===== config.mk =====
export PLATFORM = sky130hd
export DESIGN_NAME = fspsc_top
export DESIGN_NICKNAME = d
export VERILOG_FILES = /design/src/hw/fspsc_pkg.sv /design/src/hw/fspsc_if.sv /design/src/hw/fspsc_top.sv /design/src/hw/fspsc_timer.sv
export SDC_FILE = /design/constraint.sdc
export NUM_CORES = 1
export LEC_CHECK = 0
export ABC_AREA = 1
export BUFFER_PORTS_ARGS = -buffer_cell sky130_fd_sc_hd__buf_2
export CAP_MARGIN = 20
export CELL_PAD_IN_SITES_DETAIL_PLACEMENT = 0
export CELL_PAD_IN_SITES_GLOBAL_PLACEMENT = 1
export CORE_UTILIZATION = 36
export CTS_BUF_LIST = sky130_fd_sc_hd__clkbuf_8
export CTS_CLUSTER_SIZE = 14
export DETAILED_ROUTE_END_ITERATION = 8
export GPL_ROUTABILITY_DRIVEN = 0
export PLACE_DENSITY = 0.79
export SETUP_SLACK_MARGIN = 0.1
export SYNTH_ARGS = -nofsm -noshare
export SYNTH_HDL_FRONTEND = slang
export SYNTH_SLANG_ARGS = --single-unit

===== constraint.sdc =====
create_clock -name sys_clk -period 1.55 [get_ports sys_clk]
set_input_delay 0.31 -clock sys_clk [delete_from_list [all_inputs] [get_ports sys_clk]]
set_output_delay 0.31 -clock sys_clk [all_outputs]
set_load 0.005 [all_outputs]

===== src/hw/fspsc_pkg.sv =====
// Purpose: Constants and types for the flash self-program section control block
// Assumes: Word-addressed program flash, 13-bit word address
// Notes:   Page erase/write timing is a parameterised count
// Functional notes
// - Self-program ignored from application section
// - Loader-issued operations may target any page
// - Loader-size fuses set boundary; separate locks
// - Lock set 0 guards application section
// - Lock set 1 guards loader section
// - Target address picks concurrent or stalling
// - Concurrent target: CPU keeps running
// - Stalling target: CPU halted whole operation
// - Loader section always inside stalling section
// - Busy flag high while concurrent section blocked
// - Paging affects only erase and write
// - Busy set when concurrent operation starts
// - Busy cleared by reenable or page load
package fspsc_pkg;
   localparam int unsigned ADDR_W          = 13;
   localparam int unsigned CLK_MHZ         = 200;
   // Page operation time in microseconds
   localparam int unsigned PROG_TIME_US    = 4000;
   localparam int unsigned PROG_CYCLES     = PROG_TIME_US * CLK_MHZ;
   localparam int unsigned CNT_W           = 24;
   // Start of the fixed stalling section (word address)
   localparam logic [ADDR_W-1:0] STALL_BASE = 13'h1800;
   // Loader section base for each fuse code, smallest loader first
   localparam logic [ADDR_W-1:0] LOADER_BASE0 = 13'h1e00;
   localparam logic [ADDR_W-1:0] LOADER_BASE1 = 13'h1c00;
   localparam logic [ADDR_W-1:0] LOADER_BASE2 = 13'h1a00;
   localparam logic [ADDR_W-1:0] LOADER_BASE3 = 13'h1800;
   // Lock modes: bit0 forbids self-program writes to the section
   localparam int unsigned LOCK_NOWRITE_BIT = 0;
   localparam logic [1:0] LOCK_RESET = 2'h0;

   typedef enum logic [1:0] {
      FSPSC_OP_NONE,
      FSPSC_OP_ERASE,
      FSPSC_OP_WRITE,
      FSPSC_OP_LOAD
   } fspsc_op_t;

   typedef enum logic [1:0] {
      FSPSC_IDLE,
      FSPSC_RUN_CONC,
      FSPSC_RUN_STALL
   } fspsc_state_t;
endpackage


===== src/hw/fspsc_if.sv =====
// Purpose: Carrier between controller and timer
// Assumes: Single clock domain
// Notes:   Start is a one-cycle pulse, done a one-cycle pulse
`timescale 1ns/1ps
`default_nettype none
interface fspsc_if;
   logic start;
   logic done;
   modport ctrl (output start, input done);
   modport tmr  (input start, output done);
endinterface
`default_nettype wire


===== src/hw/fspsc_top.sv =====
// Purpose: Decides where self-programming may run and stalls the CPU
// Assumes: CPU gives fetch address and a one-cycle op request pulse
// Notes:   Fuses and lock bits are static levels from the fuse block
`timescale 1ns/1ps
`default_nettype none
module fspsc_top
   import fspsc_pkg::*;
#(
   parameter int unsigned PROG_CYC = PROG_CYCLES
) (
   input  wire logic              sys_clk,
   input  wire logic              rst,
   input  wire logic [ADDR_W-1:0] fetch_addr,
   input  wire logic              op_req,
   input  wire fspsc_op_t         op_kind,
   input  wire logic [ADDR_W-1:0] z_addr,
   input  wire logic [1:0]        loader_size_fuses,
   input  wire logic [1:0]        lock_set0,
   input  wire logic [1:0]        lock_set1,
   input  wire logic              concurrent_section_reenable,
   input  wire logic [ADDR_W-1:0] read_addr,
   input  wire logic              read_req,
   output logic                   cpu_halt,
   output logic                   concurrent_section_busy,
   output logic                   prog_active,
   output logic                   prog_erase,
   output logic [ADDR_W-1:0]      prog_addr,
   output logic                   op_rejected,
   output logic                   read_blocked
);
   fspsc_if tif ();

   typedef struct packed {
      fspsc_state_t      state;
      logic              halt;
      logic              busy;
      logic              active;
      logic              erase;
      logic [ADDR_W-1:0] addr;
      logic              rejected;
      logic              rd_blk;
      logic              start;
   } fspsc_st_t;

   fspsc_st_t st;
   fspsc_st_t next_st;

   ////////////////////////////////////////////////////////////////////////
   // Section decoding

   // Loader base from fuses; every option sits at or above the stall base
   function automatic logic [ADDR_W-1:0] loader_base(input logic [1:0] f);
      logic [ADDR_W-1:0] b;
      b = LOADER_BASE0;
      case (f)
         2'h0: b = LOADER_BASE0;
         2'h1: b = LOADER_BASE1;
         2'h2: b = LOADER_BASE2;
         default: b = LOADER_BASE3;
      endcase
      return b;
   endfunction

   function automatic logic in_stall(input logic [ADDR_W-1:0] a);
      return a >= STALL_BASE;
   endfunction

   logic              from_loader;
   logic              tgt_loader;
   logic              tgt_locked;
   logic              tgt_stall;
   logic [ADDR_W-1:0] lbase;

   always_comb begin
      lbase = loader_base(loader_size_fuses);
      if (lbase < STALL_BASE) begin
         lbase = STALL_BASE;
      end
      from_loader = fetch_addr >= lbase;
      tgt_loader  = z_addr >= lbase;
      tgt_locked  = tgt_loader ? lock_set1[LOCK_NOWRITE_BIT]
                               : lock_set0[LOCK_NOWRITE_BIT];
      tgt_stall   = in_stall(z_addr);
   end

   ////////////////////////////////////////////////////////////////////////
   // Sequencing

   always_comb begin
      next_st          = st;
      next_st.start    = 1'b0;
      next_st.rejected = 1'b0;
      next_st.rd_blk   = read_req && st.busy && !in_stall(read_addr);
      case (st.state)
         FSPSC_IDLE: begin
            if (op_req && op_kind == FSPSC_OP_LOAD) begin
               next_st.busy = 1'b0;
            end else if (op_req && (op_kind == FSPSC_OP_ERASE ||
                                    op_kind == FSPSC_OP_WRITE)) begin
               if (!from_loader || tgt_locked) begin
                  next_st.rejected = 1'b1;
               end else begin
                  next_st.start  = 1'b1;
                  next_st.active = 1'b1;
                  next_st.erase  = op_kind == FSPSC_OP_ERASE;
                  next_st.addr   = z_addr;
                  if (tgt_stall) begin
                     next_st.halt  = 1'b1;
                     next_st.state = FSPSC_RUN_STALL;
                  end else begin
                     next_st.busy  = 1'b1;
                     next_st.state = FSPSC_RUN_CONC;
                  end
               end
            end else if (concurrent_section_reenable) begin
               next_st.busy = 1'b0;
            end
         end
         FSPSC_RUN_CONC: begin
            if (tif.done) begin
               next_st.active = 1'b0;
               next_st.state  = FSPSC_IDLE;
            end
         end
         FSPSC_RUN_STALL: begin
            if (tif.done) begin
               next_st.halt   = 1'b0;
               next_st.active = 1'b0;
               next_st.state  = FSPSC_IDLE;
            end
         end
         default: next_st.state = FSPSC_IDLE;
      endcase
   end

   always_ff @(posedge sys_clk or posedge rst) begin
      if (rst) begin
         st <= '0;
      end else begin
         st <= next_st;
      end
   end

   assign tif.start = st.start;

   fspsc_timer #(
      .PROG_CYC (PROG_CYC)
   ) u_timer (
      .sys_clk (sys_clk),
      .rst     (rst),
      .tif     (tif)
   );

   assign concurrent_section_busy = st.busy;
   assign cpu_halt                = st.halt;
   assign prog_active             = st.active;
   assign prog_erase              = st.erase;
   assign prog_addr               = st.addr;
   assign op_rejected             = st.rejected;
   assign read_blocked            = st.rd_blk;
endmodule
`default_nettype wire


===== src/hw/fspsc_timer.sv =====
// Purpose: Counts the duration of one page erase or write
// Assumes: Start only while idle
// Notes:   Done pulses one cycle after the last count
`timescale 1ns/1ps
`default_nettype none
module fspsc_timer
   import fspsc_pkg::*;
#(
   parameter int unsigned PROG_CYC = PROG_CYCLES
) (
   input  wire logic sys_clk,
   input  wire logic rst,
   fspsc_if.tmr      tif
);
   typedef struct packed {
      logic             busy;
      logic [CNT_W-1:0] cnt;
      logic             done;
   } fspsc_tmr_t;

   fspsc_tmr_t st;
   fspsc_tmr_t next_st;

   always_comb begin
      next_st      = st;
      next_st.done = 1'b0;
      if (st.busy) begin
         if (st.cnt == CNT_W'(1)) begin
            next_st.busy = 1'b0;
            next_st.done = 1'b1;
         end else begin
            next_st.cnt = st.cnt - CNT_W'(1);
         end
      end else if (tif.start) begin
         next_st.busy = 1'b1;
         next_st.cnt  = CNT_W'(PROG_CYC);
      end
   end

   always_ff @(posedge sys_clk or posedge rst) begin
      if (rst) begin
         st <= '0;
      end else begin
         st <= next_st;
      end
   end

   assign tif.done = st.done;
endmodule
`default_nettype wire


==> load_flow_metrics.sql <==
INSERT INTO impl_metrics (metric_group, metric, value, unit) VALUES
('global_routing', 'grt_antenna_before_repair', '0', ''),
('global_routing', 'vias_in_the_first_global_route', '2842', ''),
('setup_path', 'path_depth', '10', ''),
('floorplan', 'die_ht', '92.7', 'um'),
('logic_synthesis', 'synthesis.instances', '409', ''),
('logic_synthesis', 'post_synthesis_register_bit_count', '48', ''),
('clocking', 'cts_buffers', '5', ''),
('timing', 'report.final.hold_viol_count', '0', ''),
('power_and_ir_drop', 'netSwitchingFraction', '41.0', '%'),
('setup_path', 'critical_path.reg2reg.endpoint', 'u_timer.st[22]$_DFFE_PP0P_', ''),
('outcome', 'violations_in_the_final_reports', 'setup timing', ''),
('job', 'drv_cap', '0', ''),
('floorplan', 'die-area', '0.00859', 'mm^2'),
('placed_design', 'dp_hpwl', '5.25', 'mm'),
('placed_design', 'port-buffer-count', '57', ''),
('outcome', 'run_status', 'complete, but fails checks', ''),
('timing', 'setup_tns', '-0.739', 'ns'),
('clocking', 'holdBufCountCts', '0', ''),
('logic_synthesis', 'syn_area_cell', '7.24', 'um^2'),
('layout', 'final_antenna_diode_count', '0', ''),
('floorplan', 'fp-row-count', '32', ''),
('timing', 'skew', '0.0172', 'ns'),
('power_and_ir_drop', 'powerDensity', '1450', 'mW/mm^2'),
('floorplan', 'top_level_ports', '71', ''),
('timing', 'final.period_utilization', '106', '%'),
('clocking', 'ctsRootBufferMaster', 'sky130_fd_sc_hd__clkbuf_8', ''),
('routing', 'vias', '2899', ''),
('clocking', 'cts.sinks', '48', ''),
('timing', 'timing.fmax', '611', 'MHz'),
('setup_path', 'critical-path-top-delay-family', 'simple AND/OR/NAND/NOR gates', ''),
('setup_path', 'ff2ff_path_depth', '10', ''),
('setup_path', 'max_stage_delay', '0.39', 'ns'),
('power_and_ir_drop', 'pwr-share-clk', '15.8', '%'),
('timing', 'finalSetupViolations', '18', ''),
('power_and_ir_drop', 'power_switching', '2.61', 'mW'),
('hold_path', 'min-delay-path-class', 'primary input to async pin', ''),
('setup_path', 'reg_to_reg_critical_path_startpoint', 'u_timer.st[2]$_DFFE_PP0P_', ''),
('floorplan', 'initial_utilization', '37.7', '%'),
('floorplan', 'die_w', '92.7', 'um'),
('logic_synthesis', 'syn-num-nets', '472', ''),
('timing', 'rsz0062_at_grt', 'true', ''),
('timing', 'finalWorstPathRequiredPeriod', '1.64', 'ns'),
('power_and_ir_drop', 'share_seq_of_total_power', '30.3', '%'),
('timing', 'final-max-slew-violation-count', '0', ''),
('logic_synthesis', 'syn_area', '0.00296', 'mm^2'),
('routing', 'detail_route.wirelength', '7.20', 'mm'),
('routing', 'routedWlPerCell', '11.6', 'um'),
('setup_path', 'start_kind', 'flop', ''),
('global_routing', 'grt_overflow_total', '0', ''),
('clocking', 'cts_tree', 'yes', ''),
('setup_path', 'crit_slowest_cell', 'sky130_fd_sc_hd__dfrtp_1', ''),
('timing', 'tightest_slew', '0.312', 'ns'),
('logic_synthesis', 'synth.area.top_cells', 'sky130_fd_sc_hd__dfrtp_1 41%, sky130_fd_sc_hd__nand2_1 14%, sky130_fd_sc_hd__nor2_1 7.1%', ''),
('timing', 'fin_ws', '-0.0877', 'ns'),
('layout', 'layout.nets', '582', ''),
('layout', 'layout.core_utilization', '55.9', '%'),
('clocking', 'clkSlewWorstSetupHoldPaths', '0.10', 'ns'),
('layout', 'syn2layout_area_growth', '48.2', '%'),
('setup_path', 'regToRegSetupSlack', '-0.09', 'ns'),
('logic_synthesis', 'number_of_distinct_library_cells_after_synthesis', '32', ''),
('setup_path', 'crit_fanout', '9', ''),
('power_and_ir_drop', 'total_leakage_power', '2.25', 'nW'),
('routing', 'detailedRoute.firstIterationViolations', '87', ''),
('clocking', 'htree_levels', '2', ''),
('logic_synthesis', 'area_share_of_the_largest_cell_type_after_synthesis', '40.6', '%'),
('layout', 'largest_register_ff_count', '25', ''),
('layout', 'layout-drive-gt1-share', '47.9', '%'),
('routing', 'route.detailed.drc', '0', ''),
('routing', 'drt_first_pass_iters', '4', ''),
('logic_synthesis', 'post-synth-top-area-cell', 'sky130_fd_sc_hd__dfrtp_1', ''),
('logic_synthesis', 'synth_seq_area_share', '40.6', '%');
power by group through the flow:
| stage | logic (mW) | registers [mW] | clock network (mW) |
|---|---|---|---|
| floorplan | 1.83 | 1.90 | 0 |
| global placement | 2.70 | 1.93 | 0 |
| detailed placement | 2.74 | 1.94 | 0 |
| CTS | 3.07 | 1.92 | 1.04 |
| global route | 3.82 | 1.98 | 1.09 |
| finish | 3.43 | 1.93 | 1.01 |
Yosys cell counts (all sizes together):
master / count
clkinv: 1
o22ai: 2
nand3: 31
nand4: 10
o21bai: 1
inv: 62
nor3: 9
nor2: 65
ha: 11
buf: 19
xor2: 1
dfrtp: 48
nand3b: 2
nor3b: 2
nand2: 114
and2: 1
a21oi: 8
o21ai: 22
logic make-up after synthesis:
family | after synthesis | share of synthesized area (%)
adders and majority gates | 11 | 4.65
AOI/OAI and AO/OA | 33 | 6.08
DFF | 48 | 40.6
xor gates and xnor gates | 1 | 0.296
buffers and inverters | 82 | 13.3
and+or+nand+nor | 234 | 35.1
cell usage in the layout, fill, tap and decap left out, types with 3 or more instances in the layout:
cell type	instances
sky130_fd_sc_hd__a21oi_1	4
sky130_fd_sc_hd__a21oi_2	3
sky130_fd_sc_hd__buf_2	53
sky130_fd_sc_hd__buf_4	55
sky130_fd_sc_hd__buf_6	10
sky130_fd_sc_hd__clkbuf_8	7
sky130_fd_sc_hd__dfrtp_1	48
sky130_fd_sc_hd__ha_4	8
sky130_fd_sc_hd__inv_1	38
sky130_fd_sc_hd__inv_2	19
sky130_fd_sc_hd__inv_4	3
sky130_fd_sc_hd__nand2_1	86
sky130_fd_sc_hd__nand2_2	21
sky130_fd_sc_hd__nand2_4	6
sky130_fd_sc_hd__nand3_1	17
sky130_fd_sc_hd__nand3_2	12
sky130_fd_sc_hd__nand4_1	9
sky130_fd_sc_hd__nor2_1	44
sky130_fd_sc_hd__nor2_2	9
sky130_fd_sc_hd__nor2_4	12
sky130_fd_sc_hd__nor3_2	7
sky130_fd_sc_hd__o21ai_0	6
sky130_fd_sc_hd__o21ai_1	8
sky130_fd_sc_hd__o21ai_2	8
worst reg2reg max path, delay by kind of cell (launching register included):
family | cells | cell delay, ns
AO/OA/AOI/OAI | 1 | 0.12
adder cells (fa/ha/maj) | 1 | 0.15
buffers and inverters | 2 | 0.27
flip-flops | 1 | 0.39
AND/OR/NAND/NOR | 6 | 0.61
area by class of cell:
class                   instances  area [um^2]
clock inverters                 1         30.0
flip-flops and latches         48         1200
fillers                       746         3460
clock buffers                   7         96.3
inverters                      63          255
repair buffers                122          861
multi-input cells             279         1820
well taps                     102          128
per-stage QoR:
stage	std cells	area (um^2)	setup slack, ns	hold WS, ns
2_1_floorplan	409	3100	-0.0522	0.340
3_3_place_gp	600	3770	-0.195	0.397
3_5_place_dp	600	3770	-0.224	0.402
4_1_cts	616	4080	-0.0616	0.0579
5_1_grt	622	4390	-0.205	0.0660
6_report	622	4390	-0.0877	0.0477
repair_timing:
item	in CTS	in global routing
pin swaps	17	32
setup buffers	8	6
gates cloned	0	0
gates resized for setup	40	80
setup endpoints to repair	29	46
metal layers:
| metal | GRT usage (%) | share of wire, % | up-vias |
|---|---|---|---|
| met1 | 21.7 | 45 | 1357 |
| li1 | - | - | 1486 |
| met2 | 32.1 | 51 | 49 |
| met5 | 0 | 0 | - |
| met3 | 3.12 | 3.3 | 7 |
| met4 | 5.64 | 1.1 | 0 |
worst max path at each step:
stage	slack, ns	startpoint	end
2_1_floorplan	-0.05	z_addr[10]	prog_addr[0]$_DFFE_PP0P_
3_3_place_gp	-0.19	loader_size_fuses[1]	prog_erase$_DFFE_PP0P_
3_5_place_dp	-0.22	loader_size_fuses[1]	prog_erase$_DFFE_PP0P_
4_1_cts	-0.06	u_timer.st[2]$_DFFE_PP0P_	u_timer.st[15]$_DFFE_PP0P_
5_1_grt	-0.20	u_timer.st[2]$_DFFE_PP0P_	u_timer.st[20]$_DFFE_PP0P_
6_report	-0.09	u_timer.st[2]$_DFFE_PP0P_	u_timer.st[22]$_DFFE_PP0P_
(Power assumes the default switching activity.)
